File: config.mk
export PLATFORM = sky130hd
export DESIGN_NAME = serial_status_flags
export DESIGN_NICKNAME = d
export VERILOG_FILES = /design/src/inc/serial_status_pkg.sv /design/src/hw/serial_status_flags.sv
export SDC_FILE = /design/constraint.sdc
export NUM_CORES = 1
export LEC_CHECK = 0
export CORE_ASPECT_RATIO = 1.2
export CORE_UTILIZATION = 45
export DETAILED_ROUTE_END_ITERATION = 10
export DONT_BUFFER_PORTS = 1
export GPL_TIMING_DRIVEN = 0
export PLACE_DENSITY = 0.62
export SLEW_MARGIN = 20
export SYNTH_ARGS = -nofsm -noshare
export SYNTH_HDL_FRONTEND = slang
export SYNTH_SLANG_ARGS = --single-unit
File: constraint.sdc
create_clock -name ref_clk -period 3.9 [get_ports ref_clk]
set_input_delay 0.39 -clock ref_clk [delete_from_list [all_inputs] [get_ports ref_clk]]
set_output_delay 0.39 -clock ref_clk [all_outputs]
set_load 0.05 [all_outputs]
File: src/inc/serial_status_pkg.sv
package serial_status_pkg;
	// ----------------------------------------
	// register byte offsets (word aligned)
	// ----------------------------------------
	localparam logic [7:0] OFS_STATUS  = 8'h00;
	localparam logic [7:0] OFS_DATA    = 8'h04;
	localparam logic [7:0] OFS_CONTROL = 8'h08;
	localparam logic [7:0] OFS_BAUD    = 8'h0C;

	// ----------------------------------------
	// status bit positions
	// ----------------------------------------
	localparam int ST_TX_BUFFER_EMPTY = 7;
	localparam int ST_TC   = 6;
	localparam int ST_RX_BUFFER_FULL = 5;
	localparam int ST_IDLE = 4;
	localparam int ST_OR   = 3;
	localparam int ST_NF   = 2;
	localparam int ST_FE   = 1;
	localparam int ST_PF   = 0;

	// ----------------------------------------
	// control bit positions and reset values
	// ----------------------------------------
	localparam int CT_ODD   = 0;
	localparam int CT_PAR   = 1;
	localparam int CT_ILT   = 2;
	localparam int CT_LONG  = 3;
	localparam int CT_TXON  = 4;
	localparam int CT_BRK   = 5;
	localparam int CT_W     = 6;
	localparam logic [CT_W-1:0] CTRL_RST   = 6'h00;
	localparam logic [7:0]      STATUS_RST = 8'hC0;
	localparam logic [15:0]     BAUD_RST   = 16'h0001;

	// ----------------------------------------
	// bit timing in sample ticks
	// ----------------------------------------
	localparam logic [3:0] SUB_LAST    = 4'hF;
	localparam logic [3:0] START_FIRST = 4'h3;
	localparam logic [3:0] MID_FIRST   = 4'h7;
	localparam logic [3:0] SAMPLE_LAST = 4'h9;
	localparam logic [3:0] BITS_SHORT  = 4'hA;
	localparam logic [3:0] BITS_LONG   = 4'hB;
	localparam logic [3:0] DATA_SHORT  = 4'h8;
	localparam logic [3:0] DATA_LONG   = 4'h9;
	localparam logic [10:0] FRAME_ONES = 11'h7FF;
	localparam logic [10:0] FRAME_ZERO = 11'h000;
endpackage
File: src/hw/serial_status_flags.sv
`timescale 1ns/1ps
// What this block does
// - status register is read-only; writes to it change no flag
// - tx_buffer_empty is 1 after reset and set when shifter takes buffer
// - status read seeing tx_buffer_empty, then data write, clears it
// - tx_complete is 1 after reset and when idle; 0 while transmitting
// - armed tx_complete clears on data write, tx_on rise or break write
// - rx_buffer_full sets when a character enters the data register
// - status read seeing rx_buffer_full, then data read, clears it
// - idle sets after one character time (10 or 11 bits) of high line
// - idle count starts after start bit, or after stop bit if selected
// - status read seeing idle, then data read, clears idle
// - idle sets again only after a new character was received
// - overrun sets when new character meets unread one; new one dropped
// - status read seeing overrun, then data read, clears overrun
// - seven start samples, three per bit; disagreement sets noise_flag
// - noise_flag clears by status read then data read
// - framing_error sets with rx_buffer_full when stop bit samples 0
// - status read seeing framing_error, then data read, clears it
// - parity_error sets with rx_buffer_full on parity mismatch when on
// - parity_error clears by status read then data read
// - parity_odd_select 0 means even count of ones, 1 means odd
module serial_status_flags
	import serial_status_pkg::*;
#(
	parameter int ADR_W = 4,
	parameter int DIV_W = 13
) (
	input  wire logic        ref_clk,
	input  wire logic        rst,
	input  wire logic        wb_cyc_i,
	input  wire logic        wb_stb_i,
	input  wire logic        wb_we_i,
	input  wire logic [ADR_W-1:0] wb_adr_i,
	input  wire logic [3:0]  wb_sel_i,
	input  wire logic [31:0] wb_dat_i,
	output logic      [31:0] wb_dat_o,
	output logic             wb_ack_o,
	input  wire logic        rxd,
	output logic             txd
);
	initial begin
		if (ADR_W < 4 || ADR_W > 8 || DIV_W < 1 || DIV_W > 16)
			$error("serial_status_flags: unsupported parameters");
	end

	typedef enum logic [1:0] {RX_IDLE, RX_START, RX_BITS} rx_state_e;
	typedef enum logic {TX_IDLE, TX_SEND} tx_state_e;

	function automatic logic addr_is(input logic [ADR_W-1:0] a, input logic [7:0] ofs);
		addr_is = (a[ADR_W-1:2] == ofs[ADR_W-1:2]);
	endfunction

	function automatic logic maj3(input logic [2:0] v);
		maj3 = (v[0] & v[1]) | (v[1] & v[2]) | (v[0] & v[2]);
	endfunction

	// ----------------------------------------
	// wishbone slave
	// ----------------------------------------
	logic ack_q;
	logic acc;
	logic st_rd;
	logic dt_rd;
	logic dt_wr;
	logic ct_wr;
	logic bd_wr;
	logic [CT_W-1:0]  ctrl_q;
	logic [DIV_W-1:0] baud_q;
	logic [8:0]       rx_data_q;
	logic [8:0]       tx_buf_q;
	logic [7:0]       status_v;
	logic [7:0]       arm_q;

	assign acc      = wb_cyc_i & wb_stb_i & ~ack_q;
	assign wb_ack_o = ack_q;
	// status writes decode to nothing, so the flags cannot be touched
	assign st_rd = acc & ~wb_we_i & addr_is(wb_adr_i, OFS_STATUS);
	assign dt_rd = acc & ~wb_we_i & addr_is(wb_adr_i, OFS_DATA);
	assign dt_wr = acc & wb_we_i & wb_sel_i[0] & addr_is(wb_adr_i, OFS_DATA);
	assign ct_wr = acc & wb_we_i & wb_sel_i[0] & addr_is(wb_adr_i, OFS_CONTROL);
	assign bd_wr = acc & wb_we_i & wb_sel_i[0] & addr_is(wb_adr_i, OFS_BAUD);

	always_ff @(posedge ref_clk) begin
		if (rst)
			ack_q <= 1'b0;
		else
			ack_q <= acc;
	end

	always_ff @(posedge ref_clk) begin
		if (rst) begin
			wb_dat_o <= '0;
		end else if (acc && !wb_we_i) begin
			if (addr_is(wb_adr_i, OFS_STATUS))
				wb_dat_o <= {24'h000000, status_v};
			else if (addr_is(wb_adr_i, OFS_DATA))
				wb_dat_o <= {23'h000000, rx_data_q};
			else if (addr_is(wb_adr_i, OFS_CONTROL))
				wb_dat_o <= {{(32-CT_W){1'b0}}, ctrl_q};
			else if (addr_is(wb_adr_i, OFS_BAUD))
				wb_dat_o <= {{(32-DIV_W){1'b0}}, baud_q};
			else
				wb_dat_o <= '0;
		end
	end

	always_ff @(posedge ref_clk) begin
		if (rst) begin
			ctrl_q <= CTRL_RST;
			baud_q <= BAUD_RST[DIV_W-1:0];
		end else begin
			if (ct_wr)
				ctrl_q <= wb_dat_i[CT_W-1:0];
			if (bd_wr)
				baud_q <= wb_dat_i[DIV_W-1:0];
		end
	end

	// ----------------------------------------
	// 16x sample tick
	// ----------------------------------------
	logic [DIV_W-1:0] div_q;
	logic [DIV_W-1:0] baud_m1;
	logic             tick;

	// a divisor of zero behaves like one rather than stalling the link
	assign baud_m1 = (baud_q == '0) ? '0 : baud_q - 1'b1;
	assign tick    = (div_q >= baud_m1);

	always_ff @(posedge ref_clk) begin
		if (rst)
			div_q <= '0;
		else
			div_q <= tick ? '0 : div_q + 1'b1;
	end

	logic       long_c;
	logic [3:0] char_bits;
	logic [3:0] data_bits;
	assign long_c    = ctrl_q[CT_LONG];
	assign char_bits = long_c ? BITS_LONG : BITS_SHORT;
	assign data_bits = long_c ? DATA_LONG : DATA_SHORT;

	// ----------------------------------------
	// receiver
	// ----------------------------------------
	rx_state_e  rx_state_q;
	logic [3:0] rx_sub_q;
	logic [3:0] rx_idx_q;
	logic [8:0] rx_sh_q;
	logic [2:0] vote_q;
	logic       seen0_q;
	logic       seen1_q;
	logic       fnoise_q;
	logic [3:0] idle_bits_q;
	logic       bit_end;
	logic       bit_val;
	logic       bit_noise;
	logic       samp_en;
	logic       rx_done;
	logic [8:0] new_data;
	logic       new_pf;

	assign bit_end   = tick & (rx_sub_q == SUB_LAST);
	assign bit_val   = maj3(vote_q);
	assign bit_noise = seen0_q & seen1_q;
	assign samp_en   = (rx_sub_q <= SAMPLE_LAST) &&
		((rx_state_q == RX_START && rx_sub_q >= START_FIRST) ||
		 (rx_state_q == RX_BITS && rx_sub_q >= MID_FIRST));
	assign rx_done   = bit_end & (rx_state_q == RX_BITS) & (rx_idx_q == data_bits);
	assign new_data  = long_c ? rx_sh_q : {1'b0, rx_sh_q[8:1]};
	// the parity bit is the top data bit, so the xor covers it too
	assign new_pf    = ctrl_q[CT_PAR] & ((^new_data) != ctrl_q[CT_ODD]);

	always_ff @(posedge ref_clk) begin
		if (rst) begin
			rx_state_q <= RX_IDLE;
			rx_sub_q   <= '0;
			rx_idx_q   <= '0;
			rx_sh_q    <= '0;
			vote_q     <= '0;
			seen0_q    <= 1'b0;
			seen1_q    <= 1'b0;
			fnoise_q   <= 1'b0;
		end else if (tick) begin
			rx_sub_q <= rx_sub_q + 1'b1;
			if (samp_en) begin
				seen0_q <= seen0_q | ~rxd;
				seen1_q <= seen1_q | rxd;
				if (rx_sub_q >= MID_FIRST)
					vote_q <= {vote_q[1:0], rxd};
			end
			case (rx_state_q)
				RX_IDLE: begin
					if (!rxd) begin
						rx_state_q <= RX_START;
						rx_sub_q   <= '0;
						seen0_q    <= 1'b0;
						seen1_q    <= 1'b0;
					end
				end
				RX_START: begin
					if (rx_sub_q == SUB_LAST) begin
						seen0_q  <= 1'b0;
						seen1_q  <= 1'b0;
						fnoise_q <= bit_noise;
						rx_idx_q <= '0;
						// a start bit that votes high was a glitch
						rx_state_q <= bit_val ? RX_IDLE : RX_BITS;
					end
				end
				RX_BITS: begin
					if (rx_sub_q == SUB_LAST) begin
						seen0_q  <= 1'b0;
						seen1_q  <= 1'b0;
						fnoise_q <= fnoise_q | bit_noise;
						rx_idx_q <= rx_idx_q + 1'b1;
						if (rx_idx_q == data_bits)
							rx_state_q <= RX_IDLE;
						else
							rx_sh_q <= {bit_val, rx_sh_q[8:1]};
					end
				end
				default: rx_state_q <= RX_IDLE;
			endcase
		end
	end

	// ----------------------------------------
	// idle line counter
	// ----------------------------------------
	logic idle_armed_q;
	logic idle_set;

	assign idle_set = idle_armed_q & (rx_state_q == RX_IDLE) & (idle_bits_q >= char_bits);

	always_ff @(posedge ref_clk) begin
		if (rst) begin
			idle_bits_q <= '0;
		end else if (bit_end) begin
			if (rx_state_q == RX_START)
				idle_bits_q <= '0;
			else if (rx_state_q == RX_BITS && (ctrl_q[CT_ILT] || !bit_val))
				idle_bits_q <= '0;
			else if (rx_state_q == RX_IDLE && !rxd)
				idle_bits_q <= '0;
			else if (idle_bits_q != SUB_LAST)
				idle_bits_q <= idle_bits_q + 1'b1;
		end
	end

	// ----------------------------------------
	// transmitter
	// ----------------------------------------
	tx_state_e   tx_state_q;
	logic [3:0]  tx_sub_q;
	logic [3:0]  tx_idx_q;
	logic [10:0] tx_sh_q;
	logic        pre_q;
	logic        tx_buffer_empty_q;
	logic        tx_go;
	logic        load_pre;
	logic        load_brk;
	logic        load_data;
	logic        tx_end;
	logic        tx_par;
	logic [10:0] data_frame;
	logic        tx_on_new;
	logic        tx_rise;

	assign tx_on_new = ct_wr & wb_dat_i[CT_TXON];
	assign tx_rise   = tx_on_new & ~ctrl_q[CT_TXON];
	assign tx_go     = (tx_state_q == TX_IDLE) & ctrl_q[CT_TXON];
	assign load_pre  = tx_go & pre_q;
	assign load_brk  = tx_go & ~pre_q & ctrl_q[CT_BRK];
	assign load_data = tx_go & ~pre_q & ~ctrl_q[CT_BRK] & ~tx_buffer_empty_q;
	assign tx_end    = (tx_state_q == TX_SEND) & tick & (tx_sub_q == SUB_LAST) &
		(tx_idx_q == char_bits - 4'h1);
	assign tx_par    = (long_c ? ^tx_buf_q[7:0] : ^tx_buf_q[6:0]) ^ ctrl_q[CT_ODD];

	always_comb begin
		if (long_c)
			data_frame = {1'b1, ctrl_q[CT_PAR] ? tx_par : tx_buf_q[8], tx_buf_q[7:0], 1'b0};
		else
			data_frame = {2'b11, ctrl_q[CT_PAR] ? tx_par : tx_buf_q[7], tx_buf_q[6:0], 1'b0};
	end

	always_ff @(posedge ref_clk) begin
		if (rst)
			tx_buf_q <= '0;
		else if (dt_wr)
			tx_buf_q <= wb_dat_i[8:0];
	end

	always_ff @(posedge ref_clk) begin
		if (rst)
			pre_q <= 1'b0;
		else if (tx_rise)
			pre_q <= 1'b1;
		else if (load_pre)
			pre_q <= 1'b0;
	end

	always_ff @(posedge ref_clk) begin
		if (rst) begin
			tx_state_q <= TX_IDLE;
			tx_sub_q   <= '0;
			tx_idx_q   <= '0;
			tx_sh_q    <= FRAME_ONES;
			txd        <= 1'b1;
		end else begin
			txd <= (tx_state_q == TX_SEND) ? tx_sh_q[0] : 1'b1;
			if (tx_go && (load_pre || load_brk || load_data)) begin
				tx_state_q <= TX_SEND;
				tx_sub_q   <= '0;
				tx_idx_q   <= '0;
				tx_sh_q    <= load_pre ? FRAME_ONES : (load_brk ? FRAME_ZERO : data_frame);
			end else if (tx_state_q == TX_SEND && tick) begin
				tx_sub_q <= tx_sub_q + 1'b1;
				if (tx_sub_q == SUB_LAST) begin
					tx_idx_q <= tx_idx_q + 1'b1;
					tx_sh_q  <= {1'b1, tx_sh_q[10:1]};
					if (tx_end)
						tx_state_q <= TX_IDLE;
				end
			end
		end
	end

	// ----------------------------------------
	// status flags and clearing sequences
	// ----------------------------------------
	logic rx_buffer_full_q;
	logic tc_q;
	logic idle_q;
	logic or_q;
	logic nf_q;
	logic fe_q;
	logic pf_q;
	logic clr_rx_buffer_full;
	logic ovr_set;
	logic rx_load;
	logic tx_buffer_empty_d;
	logic tc_set;
	logic tc_clr;
	logic busy_d;
	logic brk_d;
	logic pre_d;

	assign status_v = {tx_buffer_empty_q, tc_q, rx_buffer_full_q, idle_q, or_q, nf_q, fe_q, pf_q};
	assign clr_rx_buffer_full = dt_rd & arm_q[ST_RX_BUFFER_FULL];
	assign ovr_set  = rx_done & rx_buffer_full_q & ~clr_rx_buffer_full;
	assign rx_load  = rx_done & ~ovr_set;

	assign tx_buffer_empty_d = load_data | (tx_buffer_empty_q & ~(dt_wr & arm_q[ST_TX_BUFFER_EMPTY]));
	assign brk_d  = ct_wr ? wb_dat_i[CT_BRK] : ctrl_q[CT_BRK];
	assign pre_d  = tx_rise | (pre_q & ~load_pre);
	assign busy_d = ((tx_state_q == TX_SEND) & ~tx_end) | load_pre | load_brk | load_data |
		pre_d | brk_d;
	assign tc_set = tx_buffer_empty_d & ~busy_d;
	assign tc_clr = arm_q[ST_TC] & (dt_wr | tx_rise | (ct_wr & wb_dat_i[CT_BRK]));

	always_ff @(posedge ref_clk) begin
		if (rst) begin
			tx_buffer_empty_q <= STATUS_RST[ST_TX_BUFFER_EMPTY];
			tc_q   <= STATUS_RST[ST_TC];
		end else begin
			tx_buffer_empty_q <= tx_buffer_empty_d;
			tc_q   <= tc_set | (tc_q & ~tc_clr & ~busy_d);
		end
	end

	always_ff @(posedge ref_clk) begin
		if (rst) begin
			rx_buffer_full_q    <= STATUS_RST[ST_RX_BUFFER_FULL];
			or_q      <= STATUS_RST[ST_OR];
			nf_q      <= STATUS_RST[ST_NF];
			fe_q      <= STATUS_RST[ST_FE];
			pf_q      <= STATUS_RST[ST_PF];
			rx_data_q <= '0;
		end else begin
			if (rx_load)
				rx_data_q <= new_data;
			rx_buffer_full_q <= rx_load | (rx_buffer_full_q & ~clr_rx_buffer_full);
			or_q   <= ovr_set | (or_q & ~(dt_rd & arm_q[ST_OR]));
			nf_q   <= (rx_load & (fnoise_q | bit_noise)) | (nf_q & ~(dt_rd & arm_q[ST_NF]));
			fe_q   <= (rx_load & ~bit_val) | (fe_q & ~(dt_rd & arm_q[ST_FE]));
			pf_q   <= (rx_load & new_pf) | (pf_q & ~(dt_rd & arm_q[ST_PF]));
		end
	end

	always_ff @(posedge ref_clk) begin
		if (rst) begin
			idle_q       <= STATUS_RST[ST_IDLE];
			idle_armed_q <= 1'b0;
		end else begin
			idle_q <= idle_set | (idle_q & ~(dt_rd & arm_q[ST_IDLE]));
			// only a freshly received character re-arms detection
			if (rx_load)
				idle_armed_q <= 1'b1;
			else if (idle_set)
				idle_armed_q <= 1'b0;
		end
	end

	// a status read records which flags it saw high; a data read then clears
	// the armed receive flags, and a data write the armed tx_buffer_empty and tx_complete
	always_ff @(posedge ref_clk) begin
		if (rst) begin
			arm_q <= '0;
		end else if (st_rd) begin
			arm_q <= status_v;
		end else begin
			if (dt_rd)
				arm_q[ST_RX_BUFFER_FULL:ST_PF] <= '0;
			if (dt_wr)
				arm_q[ST_TX_BUFFER_EMPTY] <= 1'b0;
			if (tc_clr)
				arm_q[ST_TC] <= 1'b0;
		end
	end
endmodule

After elaboration in Yosys (flattened, before gate mapping)
Cells that the tools add are included.
W data, S select, Z words.
- bits of input ports: 46
- memory bits (writable): 0
- register bits: 151
- latch bits: 0
- logic and storage cells: 263
- memories kept: 0
- ROM bits: 0
- output and inout bits: 34
- bitwise gates (word level): 102
- shift-type cells: 0
- multiplexer cells: 56
- add/subtract/negate cells: 8
- multiply operators: 0
- divide/modulo/power cells: 0
- $lt $le $gt $ge: 5
- eq/ne operators: 15
- reductions and logical operators: 43
- operator list (kind ; count):
    $mux W13 ; 5
    $and A1 B1 Y1 ; 58
    $mux W11 ; 5
    $mux W4 ; 8
    $mux W1 ; 24
    $not A1 Y1 ; 22
    $or A1 B1 Y1 ; 21
    $add A4 B1 Y4 const B ; 5
    $reduce_bool A2 Y1 ; 9
    $add A13 B1 Y13 const B ; 1
    $ge A13 B13 Y1 ; 1
    $logic_not A13 Y1 ; 1
    $sub A13 B1 Y13 const B ; 1
    $mux W10 ; 1
    $mux W2 ; 5
    $mux W9 ; 1
    $reduce_xor A9 Y1 ; 1
    $eq A4 B4 Y1 ; 2
    $eq A4 B4 Y1 const B ; 2
    $logic_and A1 B1 Y1 ; 8
    $mux W8 ; 1
    $ne A2 B2 Y1 const B ; 4
    $pmux W4 S2 ; 1
    $reduce_and A4 Y1 ; 2
    other kinds (23) ; 40

Logic depth before layout (Yosys ltp)
Gate-level depths: netlist of run 1.
- word-level depth: 16
- gate-level depth with buffers: 16
- gate-level depth less buffers: 14

Worst setup path before layout of run 1
OpenSTA, ideal clock, no wires.
- path type: register -> register
- start: register baud_q[2]
- end: register tc_q
- setup time: 116 ps
- arrival: 3906 ps
- period minus slack after synthesis: 4022 ps
- setup slack: -122 ps
- data required time: 3784 ps
- cell stages (with the launch flop): 14
- buffers on the path: 1
- cell sequence: dfxtp_1 -> or3_1 -> or3b_4 -> or3_4 -> or4_4 -> and2_2 -> ha_1 -> nand2b_1 -> a31oi_1 -> o21ai_0 -> a21boi_0 -> clkbuf_1 -> o21ai_0 -> a41o_1
- longest elaborated chain between the ends: 16
- elaborated cells on any way between the ends: 18
- classes of those cells: add/sub: 1; order compare: 1; mux: 1; bitwise: 14; reduce/logical: 1
- RTL lines (item ; RTL line ; text):
    start: declaration ; serial_status_flags.sv:69 ; logic [DIV_W-1:0] baud_q;
    start signal: assignment ; serial_status_flags.sv:111 ; baud_q <= BAUD_RST[DIV_W-1:0];
    start signal: assignment ; serial_status_flags.sv:116 ; baud_q <= wb_dat_i[DIV_W-1:0];
    $sub A13 B1 Y13 or $logic_not A13 Y1 (tied branches) ; serial_status_flags.sv:128 ; assign baud_m1 = (baud_q == '0) ? '0 : baud_q - 1'b1;
    $mux W13 (*) ; serial_status_flags.sv:128 ;
    $ge A13 B13 Y1 (*) ; serial_status_flags.sv:129 ; assign tick = (div_q >= baud_m1);
    $and A1 B1 Y1 (*) (3 in series) ; serial_status_flags.sv:278 ; assign tx_end = (tx_state_q == TX_SEND) & tick & (tx_sub_q == SUB_LAST) &
    $not A1 Y1 (*) ; serial_status_flags.sv:359 ; assign busy_d = ((tx_state_q == TX_SEND) & ~tx_end) | load_pre | load_brk | load_data |
    $and A1 B1 Y1 (*) ; serial_status_flags.sv:359 ;
    $or A1 B1 Y1 (*) (4 in series) ; serial_status_flags.sv:359 ;
    $or A1 B1 Y1 (*) ; serial_status_flags.sv:360 ; pre_d | brk_d;
    $not A1 Y1 (*) ; serial_status_flags.sv:361, serial_status_flags.sv:370 ;
    $and A1 B1 Y1, on equally long branches ; serial_status_flags.sv:361, serial_status_flags.sv:370 ;
    $or A1 B1 Y1 (*) ; serial_status_flags.sv:370 ; tc_q <= tc_set | (tc_q & ~tc_clr & ~busy_d);
    end signal: assignment ; serial_status_flags.sv:367 ; tc_q <= STATUS_RST[ST_TC];
    end signal: assignment ; serial_status_flags.sv:370 ;
    end: declaration ; serial_status_flags.sv:335 ; logic tc_q;
Every way passes the cells marked *; elsewhere a longest branch is shown, timed or not.
A chain may end at the register's enable or synchronous reset.

Worst setup path in the final report of run 1
- start: register baud_q[2]
- end: register rx_sub_q[3]
- longest elaborated chain between the ends: 3
- elaborated cells on any way between the ends: 4
- classes of those cells: add/sub: 1; order compare: 1; mux: 1; reduce/logical: 1
- RTL lines (item ; RTL line ; text):
    $sub A13 B1 Y13 or $logic_not A13 Y1 (tied branches) ; serial_status_flags.sv:128 ;
    $mux W13 (*) ; serial_status_flags.sv:128 ;
    $ge A13 B13 Y1 (*) ; serial_status_flags.sv:129 ;
    end signal: assignment ; serial_status_flags.sv:187 ; rx_sub_q <= rx_sub_q + 1'b1;
    end: declaration ; serial_status_flags.sv:149 ; logic [3:0] rx_sub_q;
Marks and branches as above.

==> results of run 1 <==
[cells by family after synthesis]
family / after synthesis / share of synthesized area [%]
xor gates and xnor gates: 38 / 5.05
buffers and inverters: 81 / 5.59
DFF: 132 / 38.5
other: 1 / 0.0546
adders and majority gates: 30 / 5.39
and+or+nand+nor: 308 / 21.5
muxes: 44 / 7.71
AOI/OAI and AO/OA: 189 / 16.2
[metal layers]
layer | vias up | routed length [um]
li1 | 2969 | -
met1 | 2822 | 7940
met2 | 183 | 8360
met3 | 34 | 1240
met4 | 0 | 366
met5 | - | 0
[critical path, cell delays in order (launching register included)]
cell      delay (ns)
dfxtp_4         0.34
or3_4           0.38
or3b_4          0.38
or3_4           0.38
or4_4           0.45
buf_6           0.16
nand2_2         0.07
ha_4            0.13
nand4_1         0.20
buf_4           0.22
nor2_4          0.16
a21boi_4        0.11
buf_6           0.14
or4_4           0.51
a21oi_2         0.14
[report_power, final]
part,internal (mW),switching (mW),leakage (nW)
Combinational,0.138,0.277,1.63
Sequential,1.37,0.0300,1.07
Clock,1.04,0.620,0.301
[final cells by class]
class                      count  area [um^2]
fill                        1484         6850
multi-input combinational    628         4100
sequential                   132         2650
clock buffer                  20          457
buffer                        65          357
tap                          204          255
clock inverter                12          153
timing repair buffer          11         83.8
inverter                      15         56.3
[state kept, by name (all words and copies together), names as in the netlist, 2 cells and up]
signal       count
baud_q          13
rx_sub_q         4
tx_idx_q         4
ctrl_q           6
arm_q            8
rx_sh_q          9
rx_idx_q         4
rx_state_q       2
tx_sub_q         4
tx_sh_q         11
vote_q           3
rx_data_q        9
idle_bits_q      4
wb_dat_o        13
tx_buf_q         9
div_q           13
[stage by stage]
stage / instance area, um^2 / hold slack (ns) / worst slack (ns) / setup TNS, ns / cells
after floorplan: 6930 / 0.416 / 0.0324 / 0 / 841
after CTS: 7940 / 0.0711 / 0.00195 / 0 / 1082
after global routing: 8110 / 0.0891 / -0.0757 / -0.930 / 1087
after global placement: 7190 / 0.445 / -0.766 / -30.69 / 1045
after detailed placement: 7190 / 0.447 / -0.822 / -33.22 / 1045
final: 8110 / 0.0888 / 0.0571 / 0 / 1087
[synth_stat cells, types with 2 or more instances]
cell type	number
dfxtp_1	132
nand2_1	108
a21oi_1	92
nor2_1	68
clkbuf_1	41
nand3_1	39
o21ai_0	37
mux2i_1	30
ha_1	28
buf_4	19
xnor2_1	19
xor2_1	18
inv_1	14
a211oi_1	12
nand2b_1	12
a31oi_1	11
nor3_1	11
nand4_1	10
or3_1	10
nor2b_1	9
mux2_2	8
nand3b_1	7
a221oi_1	6
and3_1	6
o31ai_1	6
mux4_2	5
nor3b_1	5
buf_1	4
o211ai_1	4
a21o_1	3
a41o_1	3
and2_1	3
nand4b_1	3
nor4_1	3
o21a_1	3
or4_1	3
a21bo_2	2
maj3_1	2
or2_2	2
[layout by cell type, fill, tap and decap left out, types with 5 or more instances in the layout]
| cell type | Yosys | final |
|---|---|---|
| and3_1 | 6 | 6 |
| nand2b_1 | 12 | 11 |
| nand3b_1 | 7 | 7 |
| ha_1 | 28 | 26 |
| clkbuf_1 | 41 | 32 |
| nand4_1 | 10 | 10 |
| nor2_1 | 68 | 67 |
| a221oi_1 | 6 | 5 |
| inv_1 | 14 | 14 |
| nor3_1 | 11 | 10 |
| mux2_2 | 8 | 8 |
| a211oi_2 | 0 | 5 |
| nand2_1 | 108 | 105 |
| nor3b_1 | 5 | 5 |
| buf_4 | 19 | 29 |
| a211oi_1 | 12 | 7 |
| xor2_1 | 18 | 18 |
| nor2b_1 | 9 | 9 |
| a21oi_1 | 92 | 87 |
| dfxtp_1 | 132 | 130 |
| a31oi_1 | 11 | 9 |
| o21ai_0 | 37 | 33 |
| clkbuf_16 | 0 | 17 |
| xnor2_1 | 19 | 19 |
| mux4_2 | 5 | 5 |
| nand3_1 | 39 | 39 |
| mux2i_1 | 30 | 30 |
| conb_1 | 1 | 19 |
| or3_1 | 10 | 8 |
[what timing repair did]
| action | CTS | global route |
|---|---|---|
| endpoints found under the setup margin | 78 | 74 |
| buffers inserted | 6 | 4 |
| endpoints found under the hold margin | 0 | 0 |
| hold buffers | 0 | 0 |
| pin swaps | 8 | 4 |
| gates cloned | 0 | 1 |
| gates resized for setup | 33 | 33 |
[worst paths after layout]
check | slack, ns | end | depth (start not counted) | start
setup / recovery | 0.06 | rx_sub_q[3] | 14 | baud_q[2]
hold / removal | 0.09 | baud_q[3] | 2 | wb_dat_i[3]
setup reg to reg | 0.06 | rx_sub_q[3] | 14 | baud_q[2]
hold reg to reg | 0.46 | arm_q[1] | 2 | arm_q[1]
==> impl_metrics.py, run 1 <==
metrics = {
    "synth": {
        "synth_edf_count": 0,
        "syn_area_um2": 6870,
        "yosys.area.top_type": "dfxtp_1",
        "avgSynthCellArea_um2": 8.34,
        "synth_top_area_share_pct": 38.5,
        "synth_cells": 823,
        "ys_types": 64,
        "ys_seq_area_share_pct": 38.5,
        "ys.flop_type": "dfxtp_1",
        "async_flop_share_pct": 0,
        "synth-seq-cells": 132,
        "yosysWarnings": 0,
        "ys_top_cells_by_area": "dfxtp_1 (38%), a21oi_1 (6.7%), nand2_1 (5.9%), ha_1 (5.1%), mux2i_1 (4.4%)",
    },
    "timing": {
        "fmaxAchievable_mhz": 260,
        "finalMaxSlewViolations": 0,
        "setup_viol": 0,
        "worst_slew_pin_slew_ns": 1.11,
        "hold_viol": 0,
        "rsz0062_at_grt": "yes",
        "slew_headroom_pct": 25.1,
        "fin_crit_sh_pct": 98.5,
        "period_needed_ns": 3.84,
        "fin_skew_ns": 0.00681,
    },
    "clock_tree": {
        "clk_latency_ns": 0.43,
        "clk_pin_slew_ns": 0.06,
        "cts_tree": "yes",
        "cts_buffer_depth": 2,
        "cts-htree-levels": 4,
        "cts_buffers": 17,
        "clock_sinks": 132,
        "cts_root_buf": "clkbuf_16",
    },
    "global_routing": {
        "antenna_found_initial": 0,
        "grt.busiest_layer": "met2",
        "use_met3_pct": 6.73,
        "grt_pass1_vias": 5550,
        "globalRouteMet1Util_pct": 29.2,
        "grt_max_degree": 17,
        "grt_pass1_wl_mm": 28.3,
        "grt_use_met2_pct": 39.4,
        "track_usage_pct": 23.7,
        "grt_remaining_overflow": 0,
    },
    "die": {
        "rows": 49,
        "coreArea_um2": 15000,
        "die_area_um2": 15800,
        "die_w_um": 115,
        "start_util_pct": 45.9,
        "io_pins": 80,
        "die_h_um": 137,
    },
    "min_path": {
        "hold_class": "in2reg",
    },
    "routing": {
        "routedWlPerCell_um": 16.5,
        "dr.first_iter.drc_count": 400,
        "ant_nets": 0,
        "drt-total-wl_mm": 17.9,
        "dr.pass1.iters": 8,
        "via_per_inst": 5.53,
        "dr_total_vias": 6008,
        "route.detailed.drc": 2,
    },
    "final_layout": {
        "drive_gt1_share_pct": 14.2,
        "diodes": 0,
        "syn2layout_area_growth_pct": 18.1,
        "layout.nets": 944,
        "fin_util_pct": 54.2,
    },
    "placement": {
        "io_buffer_count": 0,
        "gp_congestion": 0.955,
        "hpwlAfterDp_mm": 13.1,
    },
    "critical_path": {
        "crit_path_start_kind": "flip-flop",
        "crit_type": "reg2reg",
        "crit_fanout": 10,
        "required_ns": 4.26,
        "critPathArrivalTime_ns": 4.20,
        "endpoint_kind": "flip-flop",
    },
    "pwr": {
        "leakagePower_nw": 3.00,
        "vdd_drop_max_mv": 0.266,
        "p_total_mw": 3.47,
        "p_per_area_nw_per_um2": 428,
    },
    "run_status": {
        "run_status": "finished, violations left",
        "violations": "design-rule violations",
    },
    "run": {
        "cap_violations": 0,
    },
}
Note: power is estimated with default switching activity, not from simulation.
==> run 2, diff against run 1 <==
--- a/config.mk
+++ b/config.mk
@@ -6,11 +6,11 @@
 export NUM_CORES = 1
 export LEC_CHECK = 0
 export CORE_ASPECT_RATIO = 1.2
-export CORE_UTILIZATION = 45
+export CORE_UTILIZATION = 25
 export DETAILED_ROUTE_END_ITERATION = 10
 export DONT_BUFFER_PORTS = 1
 export GPL_TIMING_DRIVEN = 0
-export PLACE_DENSITY = 0.62
+export PLACE_DENSITY = 0.4
 export SLEW_MARGIN = 20
 export SYNTH_ARGS = -nofsm -noshare
 export SYNTH_HDL_FRONTEND = slang
==> impl_metrics.py, run 2 (synthesis results as in run 1) <==
metrics = {
    "run_status": {
        "run_status": "finished clean",
    },
    "routing": {
        "dr_total_vias": 5831,
        "ant_nets": 0,
        "routedWlPerCell_um": 17.1,
        "drt-total-wl_mm": 20.9,
        "dr.pass1.iters": 4,
        "route.detailed.drc": 0,
        "via_per_inst": 4.78,
        "dr.first_iter.drc_count": 212,
    },
    "final_layout": {
        "syn2layout_area_growth_pct": 21.3,
        "diodes": 0,
        "layout.nets": 942,
        "regArea_um2": 2650,
        "fillCellCount": 2918,
        "top_regs": "baud_q: 13 flops, div_q: 13 flops, wb_dat_o: 13 flops",
        "final_common_cell": "dfxtp_1",
        "multi_input_area_um2": 4160,
        "stdcell_count": 1220,
        "drive_gt1_share_pct": 14.9,
        "final_cell_mix": "dfxtp_1 (130), nand2_1 (104), a21oi_1 (86)",
    },
    "placement": {
        "gp_congestion": 0.799,
        "dp_slack_ns": -0.912,
        "place_inst": 1181,
        "hpwlAfterDp_mm": 15.7,
        "io_buffer_count": 0,
    },
    "die": {
        "die_area_um2": 28100,
        "start_util_pct": 25.3,
        "rows": 66,
        "die_h_um": 184,
        "io_pins": 80,
        "die_w_um": 153,
        "coreArea_um2": 27100,
    },
    "timing": {
        "tns_ns": 0,
        "rsz0062_at_grt": "yes",
        "setup_ws_ns": 0.0553,
        "fin_crit_sh_pct": 98.6,
        "worst_slew_pin_slew_ns": 0.823,
        "period_needed_ns": 3.84,
        "setup_viol": 0,
        "fin_hold_ws_ns": 0.0910,
        "slew_headroom_pct": 44.4,
        "fin_skew_ns": 0.0135,
        "fmaxAchievable_mhz": 260,
        "hold_viol": 0,
        "finalMaxSlewViolations": 0,
    },
    "pwr": {
        "leakagePower_nw": 3.00,
        "vdd_drop_max_mv": 0.216,
        "p_per_area_nw_per_um2": 419,
        "p_sw_share_pct": 27.5,
        "combinationalPowerShare_pct": 12.4,
        "p_int_mw": 2.53,
        "clkPwrFrac_pct": 47.6,
        "p_sw_mw": 0.959,
        "p_seq_share_pct": 40.0,
    },
    "critical_path": {
        "startpoint": "baud_q[2]",
        "endpoint_kind": "flip-flop",
        "timing.rr.start": "baud_q[2]",
        "crit_fanout": 5,
        "crit_type": "reg2reg",
        "crit_path_start_kind": "flip-flop",
        "critPathArrivalTime_ns": 4.19,
        "required_ns": 4.24,
    },
    "clock_tree": {
        "cts-htree-levels": 4,
        "clk_pin_slew_ns": 0.06,
        "clk_latency_ns": 0.42,
        "cts_buffer_depth": 2,
        "clock_sinks": 132,
        "cts_buffers": 17,
        "cts_root_buf": "clkbuf_16",
        "holdBufCountCts": 0,
        "cts_tree": "yes",
    },
    "global_routing": {
        "grt_max_degree": 17,
        "grt_pass1_wl_mm": 32.7,
        "antenna_found_initial": 0,
        "grt_remaining_overflow": 0,
        "track_usage_pct": 15.2,
        "grt_pass1_vias": 5733,
    },
    "run": {
        "cap_violations": 0,
    },
    "min_path": {
        "hold_class": "in2reg",
        "min_from": "wb_dat_i[3]",
    },
}
[run 2: cell count changes in the layout (fill, tap and decap cells not counted), moves of 2 or more]
| cell | change |
|---|---|
| buf_4 | -2 |
| clkbuf_8 | +2 |
| or3_1 | -3 |
| or3_4 | +3 |
| ha_4 | +2 |
| clkinvlp_4 | +2 |
| ha_1 | -2 |
[run 2: metrics by stage]
step,instance area (um^2),power [mW],utilization (%)
2_1_floorplan,6930,1.70,-
3_3_place_gp,7360,1.81,27.2
3_5_place_dp,7360,1.80,27.2
4_1_cts,8140,3.52,30.1
5_1_grt,8330,3.64,30.7
6_report,8330,3.49,30.7
[run 2: power by group through the flow]
stage / logic, mW / registers (mW) / clock network [mW]
after floorplan: 0.279 / 1.42 / 0
after global routing: 0.473 / 1.40 / 1.77
after CTS: 0.417 / 1.39 / 1.71
after detailed placement: 0.379 / 1.42 / 0
after global placement: 0.386 / 1.42 / 0
final: 0.434 / 1.39 / 1.66
[run 2: worst paths after layout]
kind | to | slack (ns) | depth (start not counted)
setup / recovery | rx_sub_q[3] | 0.06 | 14
hold / removal | baud_q[3] | 0.09 | 2
setup reg to reg | rx_sub_q[3] | 0.06 | 14
hold reg to reg | arm_q[0] | 0.46 | 2
[run 2: area by class of cell]
cell class / instances / area share (%)
inverters: 15 / 0.676
plain buffers: 65 / 4.52
flip-flops and latches: 132 / 31.8
multi-input cells: 628 / 49.9
well taps: 340 / 5.11
clock buffers: 19 / 5.32
clock inverters: 12 / 1.85
repair buffers: 9 / 0.826
[run 2: metal layers]
metal  track usage (%)  vias up  wire length [um]
li1                  -     2957                 -
met4              5.78        0               393
met5                 0        -                 0
met1              19.0     2759              9860
met3              3.25       14               787
met2              25.7      101              9820
[run 2: worst max-delay path, cell delays in order (launching register included)]
cell and delay [ns]:
dfxtp_4 0.35, or3_4 0.38, or3b_4 0.39, or3_4 0.39
or4_4 0.46, buf_6 0.15, nand2_2 0.07, ha_4 0.13
nand4_1 0.17, buf_4 0.22, nor2_4 0.18, a21boi_4 0.11
buf_6 0.14, or4_4 0.50, a21oi_2 0.12
[run 2: what timing repair did]
action | in CTS | in global routing
cloned | 1 | 1
endpoints found under the setup margin | 78 | 74
pin swaps | 10 | 5
buffers inserted | 6 | 1
resized for setup | 41 | 38
==> run 3, diff against run 2 <==
--- a/config.mk
+++ b/config.mk
@@ -10,7 +10,7 @@
 export DETAILED_ROUTE_END_ITERATION = 10
 export DONT_BUFFER_PORTS = 1
 export GPL_TIMING_DRIVEN = 0
-export PLACE_DENSITY = 0.4
+export PLACE_DENSITY = 0.38
 export SLEW_MARGIN = 20
 export SYNTH_ARGS = -nofsm -noshare
 export SYNTH_HDL_FRONTEND = slang
==> constraint.sdc (replaced) <==
create_clock -name ref_clk -period 4.25 [get_ports ref_clk]
set_input_delay 0.425 -clock ref_clk [delete_from_list [all_inputs] [get_ports ref_clk]]
set_output_delay 0.425 -clock ref_clk [all_outputs]
set_load 0.05 [all_outputs]
==> impl_metrics.py, run 3 (synthesis results as in run 1) <==
metrics = {
    "die": {
        "io_pins": 80,
        "start_util_pct": 25.3,
        "die_h_um": 184,
        "coreArea_um2": 27100,
        "die_area_um2": 28100,
        "rows": 66,
        "die_w_um": 153,
    },
    "pwr": {
        "p_per_area_nw_per_um2": 384,
        "vdd_drop_max_mv": 0.244,
        "p_total_mw": 3.08,
        "leakagePower_nw": 2.89,
    },
    "critical_path": {
        "endpoint_kind": "flip-flop",
        "crit_fanout": 10,
        "crit_type": "reg2reg",
        "timing.rr.start": "baud_q[3]",
        "required_ns": 4.59,
        "crit_path_start_kind": "flip-flop",
        "r2r.worst_path.cells": 13,
        "worstSetupEndpoint": "nf_q",
        "reg2reg_setup_slack_ns": 0.20,
        "critPathArrivalTime_ns": 4.39,
        "startpoint": "baud_q[3]",
        "r2r_end": "nf_q",
    },
    "timing": {
        "fin_skew_ns": 0.00965,
        "hold_viol": 0,
        "fmaxAchievable_mhz": 247,
        "fin_crit_sh_pct": 95.4,
        "tns_ns": 0,
        "worst_slew_pin_slew_ns": 1.19,
        "finalMaxSlewViolations": 0,
        "setup_ws_ns": 0.196,
        "slew_headroom_pct": 19.8,
        "setup_viol": 0,
        "period_needed_ns": 4.05,
    },
    "clock_tree": {
        "cts_root_buf": "clkbuf_16",
        "cts-htree-levels": 4,
        "clock_sinks": 132,
        "clk_pin_slew_ns": 0.07,
        "clk_latency_ns": 0.42,
        "cts_buffers": 17,
        "cts_buffer_depth": 2,
        "cts_tree": "yes",
        "holdBufCountCts": 0,
    },
    "final_layout": {
        "fin_util_pct": 29.6,
        "fillCellCount": 2968,
        "stdcell_count": 1213,
        "final_common_cell": "dfxtp_1",
        "top_regs": "baud_q: 13 flops, div_q: 13 flops, wb_dat_o: 13 flops",
        "syn2layout_area_growth_pct": 16.7,
        "final_cell_mix": "dfxtp_1 (131), nand2_1 (107), a21oi_1 (90)",
        "diodes": 0,
        "layout.nets": 934,
        "drive_gt1_share_pct": 10.7,
    },
    "placement": {
        "hpwlAfterDp_mm": 16.0,
        "dp_slack_ns": -0.815,
        "gp_congestion": 0.810,
        "place_inst": 1181,
        "io_buffer_count": 0,
    },
    "routing": {
        "dr_total_vias": 5840,
        "via_per_inst": 4.81,
        "drt-total-wl_mm": 21.1,
        "dr.pass1.iters": 5,
        "routedWlPerCell_um": 17.4,
        "dr.first_iter.drc_count": 297,
        "route.detailed.drc": 0,
        "ant_nets": 0,
    },
    "run": {
        "cap_violations": 0,
    },
    "global_routing": {
        "grt_pass1_vias": 5677,
        "grt_pass1_wl_mm": 32.9,
        "grt_remaining_overflow": 0,
        "track_usage_pct": 15.4,
        "grt_max_degree": 17,
        "antenna_found_initial": 0,
    },
    "run_status": {
        "run_status": "finished clean",
    },
    "min_path": {
        "hold_class": "in2reg",
    },
}
[run 3: changes by cell type in the layout (fill, tap and decap cells not counted), moves of 4 or more]
cell / change
clkbuf_2: +4
or3_4: -4
buf_4: -7
or3_1: +4
a21oi_1: +4
clkbuf_8: -4
ha_1: +4
a211oi_1: +5
a211oi_2: -5
ha_4: -4
[run 3: worst min path at each step]
stage | startpoint | end | slack (ns) | cells after the start
2_1_floorplan | tx_sh_q[0] | txd | 0.42 | 1
3_3_place_gp | arm_q[4] | arm_q[4] | 0.45 | 2
3_5_place_dp | arm_q[1] | arm_q[1] | 0.45 | 2
4_1_cts | wb_dat_i[9] | baud_q[9] | 0.12 | 2
5_1_grt | wb_dat_i[10] | baud_q[10] | 0.12 | 2
6_report | wb_dat_i[9] | baud_q[9] | 0.14 | 2
[run 3: timing repair]
action	CTS	global route
pin swaps	0	2
setup endpoints to repair	78	67
setup buffers	1	0
gates resized for setup	14	26
[run 3: area by class of cell]
type                            instances  area, um^2  area share, %
Multi-Input combinational cell        628        3970           49.6
Sequential cell                       132        2640           33.0
Clock buffer                           19         433           5.40
Tap cell                              340         425           5.31
Buffer                                 65         350           4.37
Clock inverter                         13         124           1.55
Inverter                               15        56.3          0.703
Timing Repair Buffer                    1        7.51         0.0937
[run 3: critical path, cell delays in order, from the launching register on]
cell	delay [ns]
dfxtp_1	0.37
or3_1	0.38
or3b_4	0.41
or3_4	0.36
or4_4	0.52
and2_2	0.22
ha_1	0.26
nand2b_1	0.11
a31oi_2	0.11
o21ai_4	0.28
a21oi_2	0.13
clkbuf_2	0.22
or3_1	0.45
a21oi_1	0.15
[run 3: power breakdown]
| part | switching (mW) | internal [mW] |
|---|---|---|
| combinational | 0.255 | 0.112 |
| clock | 0.616 | 0.815 |
| sequential | 0.0252 | 1.25 |
| total | 0.896 | 2.18 |
[run 3: stage by stage]
step | area [um^2] | hold WS (ns)
after CTS | 7950 | 0.122
after global routing | 8010 | 0.124
after detailed placement | 7360 | 0.448
after global placement | 7360 | 0.447
final | 8010 | 0.137
after floorplan | 6930 | 0.416
[run 3: metal layers]
layer / up-vias / global-route usage, % / share of wire, %
li1: 2944 / - / -
met1: 2773 / 19.6 / 48
met2: 101 / 25.8 / 47
met3: 22 / 2.69 / 3.7
met4: 0 / 5.94 / 2.1
met5: - / 0 / 0
